===== src/logic/lbdc_pkg.sv =====
/*
 Package for the LED backlight dimming control: register map, reset values,
 mode codes and timing constants. Assumes a 25 MHz pclk.
*/
package lbdc_pkg;
    localparam int unsigned lbdc_clk_hz = 25000000;
    localparam logic [7:0] lbdc_off_brightness = 8'h00;
    localparam logic [7:0] lbdc_off_mode = 8'h01;
    localparam logic [7:0] lbdc_off_dc_level = 8'h07;
    localparam logic [7:0] lbdc_rst_brightness = 8'hff;
    localparam logic [7:0] lbdc_rst_dc_level = 8'hff;
    localparam logic [7:0] lbdc_mode_product = 8'h01;
    localparam logic [7:0] lbdc_mode_external = 8'h03;
    localparam logic [7:0] lbdc_mode_register = 8'h05;
    localparam logic [7:0] lbdc_mode_analog = 8'h07;
    localparam logic [7:0] lbdc_rst_mode = 8'h01;
    localparam logic [7:0] lbdc_full_code = 8'hff;
    // Host APB register map
    localparam logic [7:0] lbdc_apb_ctrl = 8'h00;
    localparam logic [7:0] lbdc_apb_wdata = 8'h04;
    localparam logic [7:0] lbdc_apb_status = 8'h08;
    localparam logic [7:0] lbdc_apb_pulse = 8'h0c;
    // Times in their own units, cycle counts derived; the dimming period is given directly in cycles
    localparam int unsigned lbdc_enable_min_us = 40;
    localparam int unsigned lbdc_idle_timeout_ms = 28;
    localparam int unsigned lbdc_powerup_ms = 4;
    localparam int unsigned lbdc_enable_min_cyc = (lbdc_enable_min_us * (lbdc_clk_hz / 1000) + 999) / 1000;
    localparam int unsigned lbdc_idle_timeout_cyc = lbdc_idle_timeout_ms * (lbdc_clk_hz / 1000);
    localparam int unsigned lbdc_powerup_cyc = lbdc_powerup_ms * (lbdc_clk_hz / 1000);
    localparam int unsigned lbdc_dim_period_cyc = 100000;
    typedef enum logic [2:0] {
        LBDC_OFF = 3'b001,
        LBDC_QUAL = 3'b010,
        LBDC_RUN = 3'b100
    } lbdc_state_e;
endpackage // lbdc_pkg


===== src/logic/lbdc_if.sv =====
/*
 Link between the host end and the dimming device: the shared enable/dim pin
 and a simple one-cycle register write/read port standing for the SMBus
 transaction layer. Assumes both ends share pclk.
*/
`timescale 1ns/1ns
interface lbdc_if;
    logic enable_dim_input;
    logic reg_wr;
    logic reg_rd;
    logic [7:0] reg_addr;
    logic [7:0] reg_wdata;
    logic [7:0] reg_rdata;
    logic reg_rvalid;
    modport device (
        input enable_dim_input, reg_wr, reg_rd, reg_addr, reg_wdata,
        output reg_rdata, reg_rvalid
    );
    modport host (
        output enable_dim_input, reg_wr, reg_rd, reg_addr, reg_wdata,
        input reg_rdata, reg_rvalid
    );
endinterface // lbdc_if


===== src/logic/lbdc_device.sv =====
/*
 Dimming control logic of an eight-channel LED backlight driver: enable
 detection, idle shutdown, registers, mode select and the common dimming
 waveform. Assumes enable_dim_input is asynchronous; analog level arrives
 digitized on pclk.
*/
// The implementer's own choice: the APB register port.
`timescale 1ns/1ns
// Functional notes
// RQ1: First pulse enables only if long enough
// RQ2: Shut down after idle timeout
// RQ3: Host holds enable steady before dimming
// RQ4: On current follows DC level code
// RQ5: DC level any 8-bit, resets full
// RQ6: DC level applies immediately while running
// RQ7: DC level zero disconnects all channels
// RQ8: Brightness register 8-bit, resets full
// RQ9: Internal waveform 256 steps, brightness/255
// RQ10: Brightness zero disconnects all channels
// RQ11: Mode 0x05 register-only dimming
// RQ12: Mode 0x03 external pulse passes through
// RQ13: Mode 0x01 product dimming
// RQ14: Product duty equals external times brightness
// RQ15: Product mode after reset
// RQ16: All eight channels share one waveform
// RQ17: External duty limited by on/off times
// RQ18: Analog level scales duty down linearly
// RQ19: Internal frequency except in external mode
// RQ20: Analog level digitized, truncating multiplies
// RQ21: Register writes apply at next period
module lbdc_device
    import lbdc_pkg::*;
#(
    parameter int unsigned idle_timeout_cyc = lbdc_idle_timeout_cyc,
    parameter int unsigned dim_period_cyc = lbdc_dim_period_cyc,
    parameter int unsigned channels = 8
) (
    input wire logic pclk,
    input wire logic presetn,
    input wire logic clk_en,
    lbdc_if.device link,
    input wire logic [7:0] analog_dim_level,
    output logic [channels-1:0] channel_on,
    output logic [7:0] channel_current,
    output logic enabled
);
    localparam logic [31:0] period_cyc = 32'(dim_period_cyc);
    localparam logic [31:0] idle_cyc = 32'(idle_timeout_cyc);
    localparam logic [31:0] qual_cyc = 32'(lbdc_enable_min_cyc);
    logic pin_s1_q, pin_s2_q, pin_prev_q;
    lbdc_state_e state_q;
    logic [31:0] width_q, idle_q, per_q, hi_q, ext_duty_q;
    logic [7:0] brt_q, dc_q, mode_q;
    logic [7:0] brt_act_q, mode_act_q;
    logic [7:0] ext8_q;
    logic [7:0] step_q;
    logic [7:0] duty_q;
    logic gate;
    logic per_end;
    logic [15:0] prod;

    always_ff @(posedge pclk or negedge presetn) begin
        if (!presetn) begin
            pin_s1_q <= 1'b0;
            pin_s2_q <= 1'b0;
            pin_prev_q <= 1'b0;
        end else if (clk_en) begin
            pin_s1_q <= link.enable_dim_input;
            pin_s2_q <= pin_s1_q;
            pin_prev_q <= pin_s2_q;
        end
    end

    // Enable qualification and idle shutdown
    always_ff @(posedge pclk or negedge presetn) begin
        if (!presetn) begin
            state_q <= LBDC_OFF;
            width_q <= 32'h0;
            idle_q <= 32'h0;
        end else if (clk_en) begin
            case (state_q)
                LBDC_OFF: begin
                    width_q <= 32'h0;
                    if (pin_s2_q) state_q <= LBDC_QUAL;
                end
                LBDC_QUAL: begin
                    if (!pin_s2_q) state_q <= LBDC_OFF; // [RQ1]
                    else if (width_q + 32'h1 >= qual_cyc) state_q <= LBDC_RUN; // [RQ1]
                    width_q <= width_q + 32'h1;
                    idle_q <= 32'h0;
                end
                LBDC_RUN: begin
                    if (pin_s2_q) idle_q <= 32'h0;
                    else if (idle_q + 32'h1 > idle_cyc) state_q <= LBDC_OFF; // [RQ2]
                    else idle_q <= idle_q + 32'h1;
                end
                default: state_q <= LBDC_OFF;
            endcase
        end
    end

    // Registers; reset to full scale and product mode
    always_ff @(posedge pclk or negedge presetn) begin
        if (!presetn) begin
            brt_q <= lbdc_rst_brightness; // [RQ8]
            dc_q <= lbdc_rst_dc_level; // [RQ5]
            mode_q <= lbdc_rst_mode; // [RQ15]
        end else if (clk_en && link.reg_wr) begin
            case (link.reg_addr)
                lbdc_off_brightness: brt_q <= link.reg_wdata;
                lbdc_off_dc_level: dc_q <= link.reg_wdata; // [RQ5]
                lbdc_off_mode: mode_q <= link.reg_wdata; // [RQ11] [RQ12] [RQ13]
                default: ;
            endcase
        end
    end

    always_ff @(posedge pclk or negedge presetn) begin
        if (!presetn) begin
            link.reg_rdata <= 8'h00;
            link.reg_rvalid <= 1'b0;
        end else if (clk_en) begin
            link.reg_rvalid <= link.reg_rd;
            case (link.reg_addr)
                lbdc_off_brightness: link.reg_rdata <= brt_q;
                lbdc_off_dc_level: link.reg_rdata <= dc_q;
                lbdc_off_mode: link.reg_rdata <= mode_q;
                default: link.reg_rdata <= 8'h00;
            endcase
        end
    end

    // External duty measured over each external period as a 0..255 code
    always_ff @(posedge pclk or negedge presetn) begin
        if (!presetn) begin
            ext_duty_q <= 32'h0;
            hi_q <= 32'h0;
            ext8_q <= lbdc_full_code;
        end else if (clk_en) begin
            if (pin_s2_q && !pin_prev_q) begin
                ext_duty_q <= 32'h1;
                hi_q <= 32'h1;
                if (ext_duty_q != 32'h0)
                    ext8_q <= 8'((hi_q * 32'd255) / ext_duty_q); // [RQ20]
            end else begin
                if (ext_duty_q != 32'hffffffff) ext_duty_q <= ext_duty_q + 32'h1;
                if (pin_s2_q && hi_q != 32'hffffffff) hi_q <= hi_q + 32'h1;
            end
        end
    end

    // Internal dimming period: 256 steps of dim_period_cyc/256
    assign per_end = (per_q + 32'h1 >= period_cyc / 32'd256) && (step_q == 8'hff);
    always_ff @(posedge pclk or negedge presetn) begin
        if (!presetn) begin
            per_q <= 32'h0;
            step_q <= 8'h00;
        end else if (clk_en) begin
            if (per_q + 32'h1 >= period_cyc / 32'd256) begin
                per_q <= 32'h0;
                step_q <= step_q + 8'h01; // [RQ9] [RQ19]
            end else begin
                per_q <= per_q + 32'h1;
            end
        end
    end

    // Latch settings at period start so no truncated pulse appears
    always_ff @(posedge pclk or negedge presetn) begin
        if (!presetn) begin
            brt_act_q <= lbdc_rst_brightness;
            mode_act_q <= lbdc_rst_mode;
            duty_q <= lbdc_full_code;
        end else if (clk_en && per_end) begin
            brt_act_q <= brt_q; // [RQ21]
            mode_act_q <= mode_q; // [RQ21]
            case (mode_q)
                lbdc_mode_product: duty_q <= prod[15:8]; // [RQ14]
                lbdc_mode_analog: duty_q <= 8'(({8'h00, brt_q} * {8'h00, 8'hff - analog_dim_level}) / 16'd255); // [RQ18]
                default: duty_q <= brt_q; // [RQ9] [RQ11]
            endcase
        end
    end
    // Truncating product, scaled by 256/255 to hit full scale exactly
    assign prod = 16'(({8'h00, brt_q} * {8'h00, ext8_q}) / 16'd255 * 16'd256 >> 0);

    always_comb begin
        if (mode_act_q == lbdc_mode_external) gate = pin_s2_q; // [RQ12] [RQ17]
        else gate = (duty_q == lbdc_full_code) || (step_q < duty_q); // [RQ9] [RQ19]
        if (brt_act_q == 8'h00) gate = 1'b0; // [RQ10]
    end

    always_ff @(posedge pclk or negedge presetn) begin
        if (!presetn) begin
            channel_on <= '0;
            channel_current <= 8'h00;
            enabled <= 1'b0;
        end else if (clk_en) begin
            enabled <= (state_q == LBDC_RUN);
            channel_current <= (state_q == LBDC_RUN) ? dc_q : 8'h00; // [RQ4] [RQ6]
            // Zero current code counts as disconnected too
            channel_on <= {channels{gate && state_q == LBDC_RUN && dc_q != 8'h00}}; // [RQ7] [RQ16]
        end
    end
endmodule // lbdc_device


===== src/flat_wrapper.sv =====
// flat-port wrapper written by rule: the top's interface ports become plain ports
module lbdc_device_flat import lbdc_pkg::*;
#(
    parameter int unsigned idle_timeout_cyc = lbdc_idle_timeout_cyc,
    parameter int unsigned dim_period_cyc = lbdc_dim_period_cyc,
    parameter int unsigned channels = 8
)
  (pclk, presetn, clk_en, analog_dim_level, channel_on, channel_current, enabled, link_enable_dim_input, link_reg_wr, link_reg_rd, link_reg_addr, link_reg_wdata, link_reg_rdata, link_reg_rvalid);
  lbdc_if link_i ();
  input wire logic pclk;
  input wire logic presetn;
  input wire logic clk_en;
  input wire logic [7:0] analog_dim_level;
  output logic [channels-1:0] channel_on;
  output logic [7:0] channel_current;
  output logic enabled;
  input wire logic [$bits(link_i.enable_dim_input)-1:0] link_enable_dim_input;
  input wire logic [$bits(link_i.reg_wr)-1:0] link_reg_wr;
  input wire logic [$bits(link_i.reg_rd)-1:0] link_reg_rd;
  input wire logic [$bits(link_i.reg_addr)-1:0] link_reg_addr;
  input wire logic [$bits(link_i.reg_wdata)-1:0] link_reg_wdata;
  output wire logic [$bits(link_i.reg_rdata)-1:0] link_reg_rdata;
  output wire logic [$bits(link_i.reg_rvalid)-1:0] link_reg_rvalid;
  assign link_i.enable_dim_input = link_enable_dim_input;
  assign link_i.reg_wr = link_reg_wr;
  assign link_i.reg_rd = link_reg_rd;
  assign link_i.reg_addr = link_reg_addr;
  assign link_i.reg_wdata = link_reg_wdata;
  assign link_reg_rdata = link_i.reg_rdata;
  assign link_reg_rvalid = link_i.reg_rvalid;
  lbdc_device #(.idle_timeout_cyc(idle_timeout_cyc), .dim_period_cyc(dim_period_cyc), .channels(channels)) u_core (.pclk(pclk), .presetn(presetn), .clk_en(clk_en), .link(link_i), .analog_dim_level(analog_dim_level), .channel_on(channel_on), .channel_current(channel_current), .enabled(enabled));
endmodule

===== config.mk =====
export PLATFORM = sky130hd
export DESIGN_NAME = lbdc_device_flat
export DESIGN_NICKNAME = d
export VERILOG_FILES = /design/src/logic/lbdc_pkg.sv /design/src/logic/lbdc_if.sv /design/src/logic/lbdc_device.sv /design/src/flat_wrapper.sv
export SDC_FILE = /design/constraint.sdc
export NUM_CORES = 2
export LEC_CHECK = 0
export BUFFER_PORTS_ARGS = -buffer_cell sky130_fd_sc_hd__clkbuf_2
export CORE_MARGIN = 2
export CORE_UTILIZATION = 30
export DETAILED_ROUTE_END_ITERATION = 10
export GPL_TIMING_DRIVEN = 0
export SLEW_MARGIN = 20
export SYNTH_ARGS = -nofsm -noshare
export SYNTH_HDL_FRONTEND = slang
export SYNTH_SLANG_ARGS = --single-unit

===== constraint.sdc =====
create_clock -name pclk -period 122.8 [get_ports pclk]
set_input_delay 12.28 -clock pclk [delete_from_list [all_inputs] [get_ports pclk]]
set_output_delay 12.28 -clock pclk [all_outputs]
set_load 0.005 [all_outputs]

==> insert_results.sql <==
INSERT INTO impl_metrics (metric_group, metric, value, unit) VALUES
('setup_path', 'r2r-end', 'u_core.ext8_q[0]$_DFFE_PN1P_', ''),
('floorplanning', 'top_level_ports', '56', ''),
('setup_path', 'critPathSlowestCell', 'fa_1', ''),
('setup_path', 'critPathMaxFanout', '10', ''),
('worst_hold_path', 'holdCritPathClass', 'reg2reg', ''),
('sta', 'skew', '0.01864', 'ns'),
('setup_path', 'reg2reg_depth', '519', ''),
('sta', 'fin_crit_sh', '0.9356', ''),
('global_route', 'grt_pass1_wl', '246.9', 'mm'),
('synthesis', 'synth.net_count', '7333', ''),
('synthesis', 'post_synth_inst_count', '6417', ''),
('sta', 'worst_slew_margin_relative_to_its_limit', '0.1914', ''),
('setup_path', 'timing.rr.start', 'u_core.hi_q[3]$_DFFE_PN0P_', ''),
('setup_path', 'path_depth', '519', ''),
('placement', 'gp_routability_congestion', '0.9277', ''),
('floorplanning', 'rows', '148', ''),
('floorplanning', 'fp.dieArea', '166900', 'µm²'),
('synthesis', 'netlist_area', '49090', 'µm²'),
('placement', 'postPlaceCellArea', '52570', 'µm²'),
('routing', 'drt_iter0_markers', '3690', ''),
('routing', 'vias', '47679', ''),
('synthesis', 'post_synth_num_cell_types', '119', ''),
('setup_path', 'cp_top_family', 'compound AO/OA/AOI/OAI gates', ''),
('clock_tree', 'htree_num_levels', '1', ''),
('sta', 'min_period', '114.89', 'ns'),
('clock_tree', 'clk_pin_slew', '0.06', 'ns'),
('setup_path', 'buffer_and_inverter_count_on_the_worst_path', '39', ''),
('setup_path', 'crit_path_start', 'u_core.hi_q[3]$_DFFE_PN0P_', ''),
('clock_tree', 'number_of_sinks_driven_by_the_clock_tree', '249', ''),
('sta', 'final_number_of_setup_violating_endpoints', '0', ''),
('clock_tree', 'insertion_delay', '0.61', 'ns'),
('sta', 'max_slew.worst_pin.slew', '1.202', 'ns'),
('finish', 'drive_gt1_frac', '0.08594', ''),
('global_route', 'number_of_global_route_vias_before_repair', '45325', ''),
('global_route', 'global_route.usage.total', '0.1788', ''),
('global_route', 'total_congestion_overflow', '0', ''),
('clock_tree', 'cts_tree', 'done', ''),
('finish', 'final_cell_area', '54120', 'µm²'),
('floorplanning', 'die_height', '408.5', 'µm'),
('setup_path', 'ff2ff_setup_slack', '7.91', 'ns'),
('sta', 'fmax', '8.704', 'MHz'),
('status', 'status', 'complete, no violations', ''),
('floorplanning', 'initial_utilization', '0.3019', ''),
('routing', 'drc', '0', ''),
('global_route', 'pin_count_of_the_biggest_net_entering_global_routing', '95', ''),
('clock_tree', 'cts_root_cell', 'clkbuf_16', ''),
('finish', 'n_antenna_cell', '0', ''),
('synthesis', 'avgSynthCellArea', '7.649', 'µm²'),
('sta', 'final-max-slew-violation-count', '0', ''),
('sta', 'finalHoldViolations', '0', ''),
('placement', 'place.detailed.hpwl', '123.9', 'mm'),
('setup_path', 'worst_setup_path_start_kind', 'register', ''),
('synthesis', 'edff_count_synth', '0', ''),
('floorplanning', 'placeableCoreArea', '162600', 'µm²'),
('synthesis', 'ys_async_sr_fraction', '1.000', ''),
('clock_tree', 'clock_tree.buffer_depth', '3', ''),
('setup_path', 'worstSetupEndpoint', 'u_core.ext8_q[0]$_DFFE_PN1P_', ''),
('floorplanning', 'die-width', '408.5', 'µm'),
('placement', 'placed_cells_incl_taps', '8669', ''),
('finish', 'finish.cell_count_without_fillers', '8738', ''),
('synthesis', 'ys.flop_type', 'dfrtp_1', ''),
('synthesis', 'synth.yosys.seq_area_share', '0.1280', ''),
('routing', 'route.detailed.wl_per_inst', '17.65', 'µm'),
('global_route', 'antenna_found_initial', '3', ''),
('setup_path', 'crit_arrival', '115.39', 'ns'),
('run', 'cap_violations', '0', ''),
('finish', 'layout_commonest_cell', 'ha_1', ''),
('setup_path', 'critPathRequiredTime', '123.30', 'ns'),
('finish', 'post-route-util', '0.3328', ''),
('finish', 'final_cell_mix', '681 x ha_1, 630 x nand2_1, 568 x nor2_1, 492 x inv_1, 352 x o21ai_0', ''),
('routing', 'viasPerCell', '5.457', ''),
('finish', 'area_growth', '10.25', '%'),
('synthesis', 'yosysWarningCount', '0', ''),
('placement', 'place.port_buffers', '55', ''),
('clock_tree', 'cts_buffers', '28', ''),
('setup_path', 'crit_path_max_incr_delay', '0.62', 'ns'),
('finish', 'nets', '7457', ''),
('routing', 'route.antenna.remaining_nets', '0', ''),
('synthesis', 'synth.ff_latch_count', '249', ''),
('routing', 'overall_routed_net_length', '154.3', 'mm'),
('setup_path', 'crit_type', 'reg2reg', ''),
('setup_path', 'cell_with_the_most_instances_on_the_worst_path', 'o21a_1', ''),
('setup_path', 'cp-end-kind', 'register', ''),
('routing', 'drt_first_pass_iters', '6', '');
[final cells by class]
cell class / count / area, µm²
Clock inverter: 12 / 201.4
Fill cell: 17341 / 108500
Timing Repair Buffer: 96 / 877.1
Multi-Input combinational cell: 5461 / 40480
Tap cell: 2175 / 2721
Buffer: 193 / 850.8
Sequential cell: 249 / 6287
Inverter: 512 / 1922
Clock buffer: 40 / 775.7
[registers in the layout, indices dropped and copies added (netlist names), 32 cells and up]
| signal | flops |
|---|---|
| u_core.ext_duty_q | 32 |
| u_core.hi_q | 32 |
| u_core.idle_q | 32 |
| u_core.per_q | 32 |
| u_core.width_q | 32 |
[cells in the mapped netlist, types with 28 or more instances]
master | count | area (µm²)
clkbuf_1 | 165 | 619.3
dfstp_2 | 43 | 1130
nand2b_1 | 97 | 606.8
dfrtp_1 | 206 | 5155
or3_1 | 83 | 519.3
and2_1 | 85 | 531.8
a21oi_1 | 295 | 1476
o21ai_1 | 50 | 250.2
o31ai_1 | 71 | 533.0
xnor2_1 | 206 | 1804
nand3_1 | 173 | 865.8
a21boi_0 | 39 | 292.8
o211ai_1 | 28 | 210.2
nor2b_1 | 127 | 794.5
o21a_1 | 248 | 1862
nor2_1 | 573 | 2151
inv_1 | 512 | 1922
fa_1 | 204 | 4084
a211oi_1 | 39 | 292.8
nor3_1 | 339 | 1697
or2_2 | 51 | 319.1
nand2_1 | 631 | 2369
mux2i_1 | 51 | 510.5
nor3b_1 | 32 | 240.2
o21ai_0 | 362 | 1812
xor2_1 | 109 | 954.7
a21o_1 | 117 | 878.3
nor4_1 | 33 | 206.5
nand4_1 | 87 | 544.3
a31oi_1 | 79 | 494.2
ha_1 | 682 | 8533
mux2_2 | 122 | 1374
and3_1 | 84 | 525.5
[worst min-delay path, stage by stage (launching register included)]
cell     delay, ns
dfstp_2       0.37
nand2_1       0.05
nand2_1       0.05
[cells by family after synthesis]
| family | count (synthesis) | synth area share |
|---|---|---|
| AOI/OAI and AO/OA | 1598 | 0.2145 |
| xor gates and xnor gates | 316 | 0.05654 |
| adders and majority gates | 888 | 0.2574 |
| buffers and inverters | 707 | 0.05508 |
| DFF | 249 | 0.1280 |
| muxes | 179 | 0.04043 |
| and+or+nand+nor | 2480 | 0.2479 |
[per-stage QoR]
| stage | hold slack [ns] | setup TNS, ns | worst slack [ns] |
|---|---|---|---|
| 3_3_place_gp | 0.4467 | -5.837 | -4.802 |
| 6_report | 0.4597 | 0 | 7.914 |
| 3_5_place_dp | 0.4488 | -6.870 | -5.289 |
| 5_1_grt | 0.4748 | -0.1702 | -0.1702 |
| 2_1_floorplan | 0.4389 | 0 | 21.77 |
| 4_1_cts | 0.4597 | 0 | 0.09284 |
[repair_timing]
action                                  in CTS  in global routing
endpoints found under the setup margin       2                  3
hold buffers                                 0                  0
pin swaps                                    1                  9
setup buffers                                4                 15
cloned                                       0                  0
gates resized for setup                     27                147
[worst min path at each step]
stage,startpoint,endpoint,slack (ns),cells after the start
3_5_place_dp,u_core.brt_act_q[6]$_DFFE_PN1P_,u_core.brt_act_q[6]$_DFFE_PN1P_,0.45,2
2_1_floorplan,u_core.brt_act_q[2]$_DFFE_PN1P_,u_core.brt_act_q[2]$_DFFE_PN1P_,0.44,2
5_1_grt,u_core.brt_act_q[5]$_DFFE_PN1P_,u_core.brt_act_q[5]$_DFFE_PN1P_,0.47,2
4_1_cts,u_core.brt_act_q[6]$_DFFE_PN1P_,u_core.brt_act_q[6]$_DFFE_PN1P_,0.46,2
6_report,u_core.brt_act_q[6]$_DFFE_PN1P_,u_core.brt_act_q[6]$_DFFE_PN1P_,0.46,2
3_3_place_gp,u_core.brt_act_q[6]$_DFFE_PN1P_,u_core.brt_act_q[6]$_DFFE_PN1P_,0.45,2
[layer usage]
layer,vias up,routed length [µm],global-route usage
li1,23203,-,-
met1,22985,71700,0.2498
met2,1277,70850,0.2989
met3,214,8019,0.01378
met4,0,3682,0.04002
met5,-,0,0
Power is not shown: default switching activity piles up to over one toggle a cycle in this logic, so the estimate is an artifact.
